`config.mk`:
```
export PLATFORM = sky130hd
export DESIGN_NAME = dbn_node_params
export DESIGN_NICKNAME = d
export VERILOG_FILES = /design/src/rtl/dbn_pkg.sv /design/src/rtl/dbn_node_params.sv
export VERILOG_INCLUDE_DIRS = /design/src /design/src/rtl
export SDC_FILE = /design/constraint.sdc
export NUM_CORES = 1
export LEC_CHECK = 0
export BUFFER_PORTS_ARGS = -buffer_cell sky130_fd_sc_hd__buf_4
export CORE_ASPECT_RATIO = 0.9
export CORE_MARGIN = 10
export CORE_UTILIZATION = 45
export CTS_CLUSTER_SIZE = 28
export DETAILED_ROUTE_END_ITERATION = 8
export GPL_TIMING_DRIVEN = 0
export PLACE_DENSITY = 0.72
export SKIP_CTS_REPAIR_TIMING = 1
export SKIP_LAST_GASP = 1
export SYNTH_ARGS = -nofsm -noshare
export SYNTH_HDL_FRONTEND = slang
export SYNTH_SLANG_ARGS = --single-unit
```
`constraint.sdc`:
```
create_clock -name CLK -period 7.6 [get_ports CLK]
set_input_delay 1.52 -clock CLK [delete_from_list [all_inputs] [get_ports CLK]]
set_output_delay 1.52 -clock CLK [all_outputs]
set_load 0.05 [all_outputs]
```
`src/rtl/dbn_defines.svh`:
```
// Purpose : Offsets, field positions, reset values and timing for the node parameter bank
// Assumes : Included by its bare name from the top module
// Notes   : Definitions only
`ifndef DBN_DEFINES_SVH
`define DBN_DEFINES_SVH

// ==========================================================
// Register byte offsets
`define DBN_OFS_CTRL      6'h00
`define DBN_OFS_REASM     6'h04
`define DBN_OFS_HOB       6'h08
`define DBN_OFS_PRIO      6'h0c
`define DBN_OFS_RSVPG     6'h10
`define DBN_OFS_MAXPG     6'h14
`define DBN_OFS_BALMOD    6'h18
`define DBN_OFS_STATUS    6'h1c

// ==========================================================
// Control register field positions
`define DBN_CTRL_T12      0
`define DBN_CTRL_DFLT     1
`define DBN_CTRL_CRCGEN   2
`define DBN_CTRL_CRCCHK   3

// ==========================================================
// Reset values
`define DBN_RST_T12       1'b0
`define DBN_RST_DFLT      1'b1
`define DBN_RST_CRCGEN    1'b0
`define DBN_RST_CRCCHK    1'b0
`define DBN_RST_PRIO      16'h0000
`define DBN_RST_RSVPG     10'h000
`define DBN_RST_MAXPG     10'h001
`define DBN_RST_BALMOD    7'h08
`define DBN_MAX_BALMOD    7'h40

// ==========================================================
// Timing: periods in ms, rate in kHz
`define DBN_REASM_MS      700
`define DBN_HOB_MS        5000
`define DBN_CLK_KHZ       40000

`endif

```
`src/rtl/dbn_pkg.sv`:
```
// Purpose : Types shared by the node parameter bank
// Assumes : Constants come from the defines header
// Notes   : Types only
package dbn_pkg;

    // ======================================================
    // Configuration and CRC flags, one bit each
    typedef struct packed {
        logic crc_chk;
        logic crc_gen;
        logic dflt;
        logic t12;
    } dbn_flags_s;

    // ======================================================
    // Synchronised capability and status pins
    typedef struct packed {
        logic is_default;
        logic chk_cap;
        logic gen_cap;
        logic hob_cap;
        logic bus_id_ok;
    } dbn_pins_s;

    // Eight two-bit priority map entries
    typedef logic [7:0][1:0] dbn_prio_t;

endpackage
```
`src/rtl/dbn_node_params.sv`:
```
// Purpose : Node management parameter bank with bandwidth balancing
// Assumes : Classic Wishbone slave, one clock, capability pins asynchronous
// Notes   : Periods held in clock cycles; refused writes leave old values, for control only the refused bits
//
// Summary of operation
// - Reassembly period resets to at least 0.7 s
// - Head-of-bus timer period resets to 5 s
// - Eight priority entries, each level 0..2
// - Refuse priority writes that decrease along index
// - Priority entries reset to zero
// - Reserved pages reset zero, range 10 bits
// - Maximum pages resets to one
// - Modulus accepts 0..64, resets to 8
// - Modulus zero disables balancing
// - Use at most n of n+1 slots
// - Type-1/2 flag normal runs, disabled idles
// - Type-1/2 flag resets disabled
// - Type-1/2 flag frozen until bus identity seen
// - Type-1/2 normal needs head-of-bus capability
// - Default-node flag resets normal, freely writable
// - Generate flag drives CRC append
// - Generate flag resets off, on needs capability
// - Verify flag drives CRC checking
// - Verify flag resets off, on needs capability
// - Role strap selects default or type-1 functions
// - Per-bus counter picks skipped empty slots
//
// Local design decisions: the Wishbone interface to the registers and the register offsets.
`timescale 1ns/1ps
`include "dbn_defines.svh"

module dbn_node_params
    import dbn_pkg::*;
#(
    parameter int unsigned REASM_CYC = `DBN_REASM_MS * `DBN_CLK_KHZ,
    parameter int unsigned HOB_CYC   = `DBN_HOB_MS * `DBN_CLK_KHZ,
    parameter int unsigned PAGE_W    = 10
)
(
    input  wire  logic        CLK,
    input  wire  logic        RSTN,
    input  wire  logic        WB_CYC_I,
    input  wire  logic        WB_STB_I,
    input  wire  logic        WB_WE_I,
    input  wire  logic [5:0]  WB_ADR_I,
    input  wire  logic [3:0]  WB_SEL_I,
    input  wire  logic [31:0] WB_DAT_I,
    output logic       [31:0] WB_DAT_O,
    output logic              WB_ACK_O,
    input  wire  logic        HOB_CAPABLE,
    input  wire  logic        CRC_GEN_CAPABLE,
    input  wire  logic        CRC_CHK_CAPABLE,
    input  wire  logic        BUS_ID_VALID,
    input  wire  logic        IS_DEFAULT_NODE,
    input  wire  logic [1:0]  SLOT_OFFER,
    output logic       [1:0]  SLOT_USE,
    output logic       [1:0]  SLOT_SKIP,
    output logic              TYPE12_ENABLE,
    output logic              DEFAULT_ENABLE,
    output logic              CRC_APPEND,
    output logic              CRC_CHECK,
    output logic       [31:0] REASM_PERIOD,
    output logic       [31:0] HOB_PERIOD,
    output logic       [15:0] PRIO_MAP,
    output logic       [9:0]  RSV_PAGES,
    output logic [PAGE_W-1:0] MAX_PAGES,
    output logic       [6:0]  BAL_MOD
);

    // ======================================================
    // Elaboration checks: the read mux holds at most 32 page bits
    if (PAGE_W < 1 || PAGE_W > 32 || REASM_CYC < `DBN_REASM_MS * `DBN_CLK_KHZ || HOB_CYC == 0)
    begin : g_bad_params
        $error("Parameter values out of range");
    end

    // ======================================================
    // Reset release and pin synchronisers
    logic        rst_a_q;
    logic        rst_n_q;
    dbn_pins_s   pins_m_q;
    dbn_pins_s   pins_q;

    always_ff @(posedge CLK or negedge RSTN)
    begin
        if (!RSTN)
        begin
            rst_a_q <= 1'b0;
            rst_n_q <= 1'b0;
        end
        else
        begin
            rst_a_q <= 1'b1;
            rst_n_q <= rst_a_q;
        end
    end

    // Two stages; the first is read only by the second
    always_ff @(posedge CLK or negedge rst_n_q)
    begin
        if (!rst_n_q)
        begin
            pins_m_q <= '0;
            pins_q   <= '0;
        end
        else
        begin
            pins_m_q <= {IS_DEFAULT_NODE, CRC_CHK_CAPABLE, CRC_GEN_CAPABLE,
                         HOB_CAPABLE, BUS_ID_VALID};
            pins_q   <= pins_m_q;
        end
    end

    // ======================================================
    // Helper functions
    // Byte-enable merge of write data over the old word
    function automatic logic [31:0] merge(input logic [31:0] old,
                                          input logic [31:0] nw,
                                          input logic [3:0]  sel);
        logic [31:0] r;
        r = old;
        for (int b = 0; b < 4; b++)
            if (sel[b])
                r[b*8 +: 8] = nw[b*8 +: 8];
        return r;
    endfunction

    // Priority map legal: levels 0..2 and nondecreasing
    function automatic logic prio_ok(input logic [15:0] m);
        logic ok;
        ok = 1'b1;
        for (int j = 0; j < 8; j++)
        begin
            if (m[j*2 +: 2] == 2'h3)
                ok = 1'b0;
            if (j > 0 && m[j*2 +: 2] < m[(j-1)*2 +: 2])
                ok = 1'b0;
        end
        return ok;
    endfunction

    // ======================================================
    // Wishbone access: ack one cycle after the request, writes at the ack edge
    logic        req;
    logic        commit;
    logic [31:0] rd_word;
    logic [31:0] wr_word;
    logic        wr_ok;
    logic        refused_q;
    dbn_flags_s  flags_q;
    dbn_flags_s  flags_new;
    logic [31:0] reasm_q;
    logic [31:0] hob_q;
    logic [15:0] prio_q;
    logic [9:0]  rsv_q;
    logic [PAGE_W-1:0] maxpg_q;
    logic [6:0]  mod_q;

    assign req    = WB_CYC_I && WB_STB_I && !WB_ACK_O;
    assign commit = WB_CYC_I && WB_STB_I && WB_WE_I && WB_ACK_O;

    // Read mux; unmapped offsets read as zero
    always_comb
    begin
        unique case (WB_ADR_I)
            `DBN_OFS_CTRL:   rd_word = {28'h0, flags_q};
            `DBN_OFS_REASM:  rd_word = reasm_q;
            `DBN_OFS_HOB:    rd_word = hob_q;
            `DBN_OFS_PRIO:   rd_word = {16'h0, prio_q};
            `DBN_OFS_RSVPG:  rd_word = {22'h0, rsv_q};
            `DBN_OFS_MAXPG:  rd_word = 32'(maxpg_q);
            `DBN_OFS_BALMOD: rd_word = {25'h0, mod_q};
            `DBN_OFS_STATUS: rd_word = {26'h0, pins_q, refused_q};
            default:         rd_word = 32'h0000_0000;
        endcase
    end

    always_ff @(posedge CLK or negedge rst_n_q)
    begin
        if (!rst_n_q)
        begin
            WB_ACK_O <= 1'b0;
            WB_DAT_O <= 32'h0000_0000;
        end
        else
        begin
            WB_ACK_O <= req;
            if (req && !WB_WE_I)
                WB_DAT_O <= rd_word;
        end
    end

    // ======================================================
    // Write value and its legality
    assign wr_word = merge(rd_word, WB_DAT_I, WB_SEL_I);

    // Flag filtering: refused bits keep their old value
    always_comb
    begin
        flags_new = flags_q;
        if (pins_q.bus_id_ok)
        begin
            if (!wr_word[`DBN_CTRL_T12] || pins_q.hob_cap)
                flags_new.t12 = wr_word[`DBN_CTRL_T12];
        end
        flags_new.dflt = wr_word[`DBN_CTRL_DFLT];
        if (!wr_word[`DBN_CTRL_CRCGEN] || pins_q.gen_cap)
            flags_new.crc_gen = wr_word[`DBN_CTRL_CRCGEN];
        if (!wr_word[`DBN_CTRL_CRCCHK] || pins_q.chk_cap)
            flags_new.crc_chk = wr_word[`DBN_CTRL_CRCCHK];
    end

    // Write accepted unless a control, priority, reserved-page or modulus field would not land as written
    always_comb
    begin
        unique case (WB_ADR_I)
            `DBN_OFS_CTRL:   wr_ok = (flags_new == dbn_flags_s'(wr_word[3:0]));
            `DBN_OFS_PRIO:   wr_ok = prio_ok(wr_word[15:0]);
            `DBN_OFS_RSVPG:  wr_ok = (wr_word[31:10] == 22'h0);
            `DBN_OFS_BALMOD: wr_ok = (wr_word <= 32'(`DBN_MAX_BALMOD));
            default:         wr_ok = 1'b1;
        endcase
    end

    // Last write outcome, updated by each write
    always_ff @(posedge CLK or negedge rst_n_q)
    begin
        if (!rst_n_q)
            refused_q <= 1'b0;
        else if (commit)
            refused_q <= !wr_ok;
    end

    // ======================================================
    // Flags
    always_ff @(posedge CLK or negedge rst_n_q)
    begin
        if (!rst_n_q)
        begin
            flags_q.t12     <= `DBN_RST_T12;
            flags_q.dflt    <= `DBN_RST_DFLT;
            flags_q.crc_gen <= `DBN_RST_CRCGEN;
            flags_q.crc_chk <= `DBN_RST_CRCCHK;
        end
        else if (commit && WB_ADR_I == `DBN_OFS_CTRL)
            flags_q <= flags_new;
    end

    // ======================================================
    // Timer periods, in clock cycles
    always_ff @(posedge CLK or negedge rst_n_q)
    begin
        if (!rst_n_q)
        begin
            reasm_q <= 32'(REASM_CYC);
            hob_q   <= 32'(HOB_CYC);
        end
        else if (commit)
        begin
            if (WB_ADR_I == `DBN_OFS_REASM)
                reasm_q <= wr_word;
            if (WB_ADR_I == `DBN_OFS_HOB)
                hob_q <= wr_word;
        end
    end

    // ======================================================
    // Priority map and page limits
    always_ff @(posedge CLK or negedge rst_n_q)
    begin
        if (!rst_n_q)
        begin
            prio_q  <= `DBN_RST_PRIO;
            rsv_q   <= `DBN_RST_RSVPG;
            maxpg_q <= PAGE_W'(`DBN_RST_MAXPG);
        end
        else if (commit && wr_ok)
        begin
            if (WB_ADR_I == `DBN_OFS_PRIO)
                prio_q <= wr_word[15:0];
            if (WB_ADR_I == `DBN_OFS_RSVPG)
                rsv_q <= wr_word[9:0];
            if (WB_ADR_I == `DBN_OFS_MAXPG)
                maxpg_q <= wr_word[PAGE_W-1:0];
        end
    end

    // Balancing modulus
    always_ff @(posedge CLK or negedge rst_n_q)
    begin
        if (!rst_n_q)
            mod_q <= `DBN_RST_BALMOD;
        else if (commit && wr_ok && WB_ADR_I == `DBN_OFS_BALMOD)
            mod_q <= wr_word[6:0];
    end

    // ======================================================
    // Bandwidth balancing, one counter per bus
    // Skip armed after n uses, so n of n+1 offers taken; count stays below 64
    generate
        for (genvar g = 0; g < 2; g++)
        begin : g_bus
            logic [5:0] cnt_q;
            logic       skip_q;

            always_ff @(posedge CLK or negedge rst_n_q)
            begin
                if (!rst_n_q)
                begin
                    cnt_q        <= 6'h00;
                    skip_q       <= 1'b0;
                    SLOT_USE[g]  <= 1'b0;
                    SLOT_SKIP[g] <= 1'b0;
                end
                else
                begin
                    SLOT_USE[g]  <= 1'b0;
                    SLOT_SKIP[g] <= 1'b0;
                    if (SLOT_OFFER[g])
                    begin
                        if (mod_q == 7'h00)
                        begin
                            SLOT_USE[g] <= 1'b1;
                            cnt_q       <= 6'h00;
                            skip_q      <= 1'b0;
                        end
                        else if (skip_q)
                        begin
                            SLOT_SKIP[g] <= 1'b1;
                            skip_q       <= 1'b0;
                        end
                        else
                        begin
                            SLOT_USE[g] <= 1'b1;
                            if ({1'b0, cnt_q} >= mod_q - 7'h01)
                            begin
                                cnt_q  <= 6'h00;
                                skip_q <= 1'b1;
                            end
                            else
                                cnt_q <= cnt_q + 6'h01;
                        end
                    end
                end
            end
        end
    endgenerate

    // ======================================================
    // Registered outputs to the node functions
    always_ff @(posedge CLK or negedge rst_n_q)
    begin
        if (!rst_n_q)
        begin
            TYPE12_ENABLE  <= 1'b0;
            DEFAULT_ENABLE <= 1'b0;
            CRC_APPEND     <= 1'b0;
            CRC_CHECK      <= 1'b0;
        end
        else
        begin
            TYPE12_ENABLE  <= flags_q.t12 && !pins_q.is_default;
            DEFAULT_ENABLE <= flags_q.dflt && pins_q.is_default;
            CRC_APPEND     <= flags_q.crc_gen;
            CRC_CHECK      <= flags_q.crc_chk;
        end
    end

    // Parameter outputs come straight from their holding registers
    assign REASM_PERIOD = reasm_q;
    assign HOB_PERIOD   = hob_q;
    assign PRIO_MAP     = prio_q;
    assign RSV_PAGES    = rsv_q;
    assign MAX_PAGES    = maxpg_q;
    assign BAL_MOD      = mod_q;

endmodule

```
==> results.ini <==
[sta]
setup_viol=0
post-route-period-util=0.782
fmax_ghz=0.168
worst_slack_ns=1.65
hold_viol_final=0
drv_slew=0
final.hold.worst_slack_ns=0.348
skew_ns=0.0117
worst_slew_pin_slew_ns=1.14
rsz0062_at_grt=false
min_period_ns=5.95
maxSlewHeadroom=0.229
setup_tns_ns=0

[floorplanning]
die_x_um=170
dieArea_um2=26200
core-area_um2=19900
die_h_um=155
floorplan.initialDensity=0.456
io_pins=202
rows=49

[global_routing]
grt_overflow=0
grt_pass1_vias=7797
antenna_found_initial=0
grt_max_degree=67
grt_first_pass_wirelength_um=46700
grt_usage=0.228

[routing]
dr.pass1.iters=5
antenna_left=0
drt_iter0_drc=777
post-route-drc-count=0
route.met2.wl_um=13700
via_per_inst=5.80
wl_met3_um=2640
vias=7748
topRoutingLayerUsed=met4
wl_per_cell_um=22.7
routed_wl_um=30200
wl_met1_um=13300

[clocking]
worst_skew_pair.late_latency_ns=0.43
clock-root-buffer=clkbuf_16
cts_tree=built
cts_sinks=179
numCtsBuffers=17
clkTransAtPathRegs_ns=0.06
cts_max_level=4
clock_path_buffers=2

[placement]
pre_cts_ws_ns=1.37
postPlaceCellArea_um2=10900
dp_hpwl_um=23300
dp.cells=1303
io_buffer_count=200
gp_congestion=0.930

[setup_path]
cpMostUsedCell=buf_2
r2r_slack_ns=3.04
critPathKind=input port to register
start_kind=input port
critical-path-top-delay-family=buffers and inverters
cp_cell_sequence=buf_4 > buf_2 > nor4_2 > buf_2 > buf_1 > nand2_1 > o21a_1 > inv_1 > ha_1 > o22ai_1 > nor2_1 > o2111ai_1 > a21oi_1 > o311ai_0 > nor3_1 > a41o_4 > nand3_4 > buf_6 > mux2_4
cpPeakStageDelay_ns=0.80
cp.arrival_ns=6.26
worstPathMaxFanout=10
required_ns=7.91
cp.buffers_inverters=6
endpoint_kind=register
cp_slowest_cell=nor4_2

[synthesis]
syn_inst=846
synth_top_area_share=0.420
synth_common_cells=152 x dfrtp_1, 123 x nand2_1, 71 x o21ai_0, 41 x mux2_2, 40 x nor2_1
yosysMostFrequentCell=dfrtp_1
yosys_warnings=0
ys_types=83
yosys_register_bits=179
ys_seq_area_frac=0.498
synth_area_leader_cell=dfrtp_1
synth_edf_count=0
synthTopCellsByArea=dfrtp_1 42%, dfstp_2 7.8%, nand2_1 5.1%
synth_flop_cell=dfrtp_1
synth-async-reset-ratio=1.00
syn_area_um2=9060
syn_avg_cell_area_um2=10.7
syn-num-nets=923

[layout]
num_antenna_cells=0
utilization=0.580
area_growth_pct=27.0
stdcell_count=1335
stdcell_area_um2=11500
fin_nets=1144
drive_gt1_frac=0.330

[power_and_ir_drop]
power_density_nw_per_um2=202
vdd_drop_max_mv=0.153
p_leak_nw=5.72
report.power.total_mw=2.32

[status]
status=complete, no violations

[run]
max_cap_violations=0

[min_path]
hold_class=register to register

-- power breakdown --
group | internal, mW | switching (mW) | leakage, nW
Sequential | 1.00 | 0.0474 | 2.31
Combinational | 0.153 | 0.255 | 3.14
Clock | 0.486 | 0.381 | 0.271
-- final cells by class --
type                    count  area [um2]
plain buffers              42         216
clock buffers              20         437
clock inverters            12         133
fillers                  1741        8350
inverters                  29         109
multi-input cells         596        4230
flip-flops and latches    179        4520
well taps                 255         319
repair buffers            202        1560
-- cell families (layout without fill, tap and decap cells) --
kind of cell	count (synthesis)	in the layout	share of synthesized area
buffers and inverters	71	305	0.0359
xor gates and xnor gates	9	9	0.00870
DFF	179	179	0.498
other	1	1	0.000414
AOI/OAI and AO/OA	198	198	0.154
adders and majority gates	23	23	0.0318
and+or+nand+nor	271	271	0.150
muxes	94	94	0.121
-- sequential cells by signal, indices dropped and copies added (netlist names), 7 cells and up --
register,flops
RSV_PAGES,10
PRIO_MAP,16
REASM_PERIOD,32
WB_DAT_O,32
MAX_PAGES,10
g_bus.cnt_q,12
HOB_PERIOD,32
BAL_MOD,7
-- final timing paths --
| kind | start | to | depth (start not counted) |
|---|---|---|---|
| max | WB_ADR_I[4] | PRIO_MAP[15] | 19 |
| min | pins_m_q[3] | pins_q[3] | 0 |
| max reg2reg | pins_q[2] | PRIO_MAP[15] | 16 |
| min reg2reg | pins_m_q[3] | pins_q[3] | 0 |
| max in group asynchronous | rst_n_q | HOB_PERIOD[22] | 2 |
| min in group asynchronous | rst_n_q | pins_q[1] | 0 |
-- cell usage in the layout, fill, tap and decap left out, drive strengths merged, types with 3 or more instances in the layout --
master | synthesis | layout
nand2b | 14 | 14
nor2 | 44 | 44
dfrtp | 152 | 152
o21ai | 73 | 73
nor2b | 5 | 5
a222oi | 3 | 3
a22o | 10 | 10
buf | 15 | 217
a221oi | 6 | 6
nand3b | 4 | 4
a21o | 12 | 12
a31oi | 10 | 10
o31ai | 5 | 5
clkbuf | 27 | 47
a22oi | 17 | 17
o22ai | 8 | 8
nand4b | 9 | 9
or4 | 4 | 4
dfstp | 27 | 27
mux2 | 67 | 67
xor2 | 5 | 5
clkinv | 1 | 6
nand3 | 19 | 19
clkinvlp | 0 | 3
a211oi | 5 | 5
a211o | 3 | 3
a21oi | 17 | 17
and3 | 13 | 13
nand2 | 123 | 123
xnor2 | 4 | 4
ha | 23 | 23
o21a | 5 | 5
nor4 | 4 | 4
inv | 28 | 30
and2 | 3 | 3
nor3 | 19 | 19
mux2i | 27 | 27
-- per-layer routing --
layer,vias to the layer above,GRT usage
met5,-,0
met4,0,0.0653
met3,45,0.0550
met2,380,0.344
met1,3813,0.318
li1,3510,-
(Power assumes the default switching activity.)
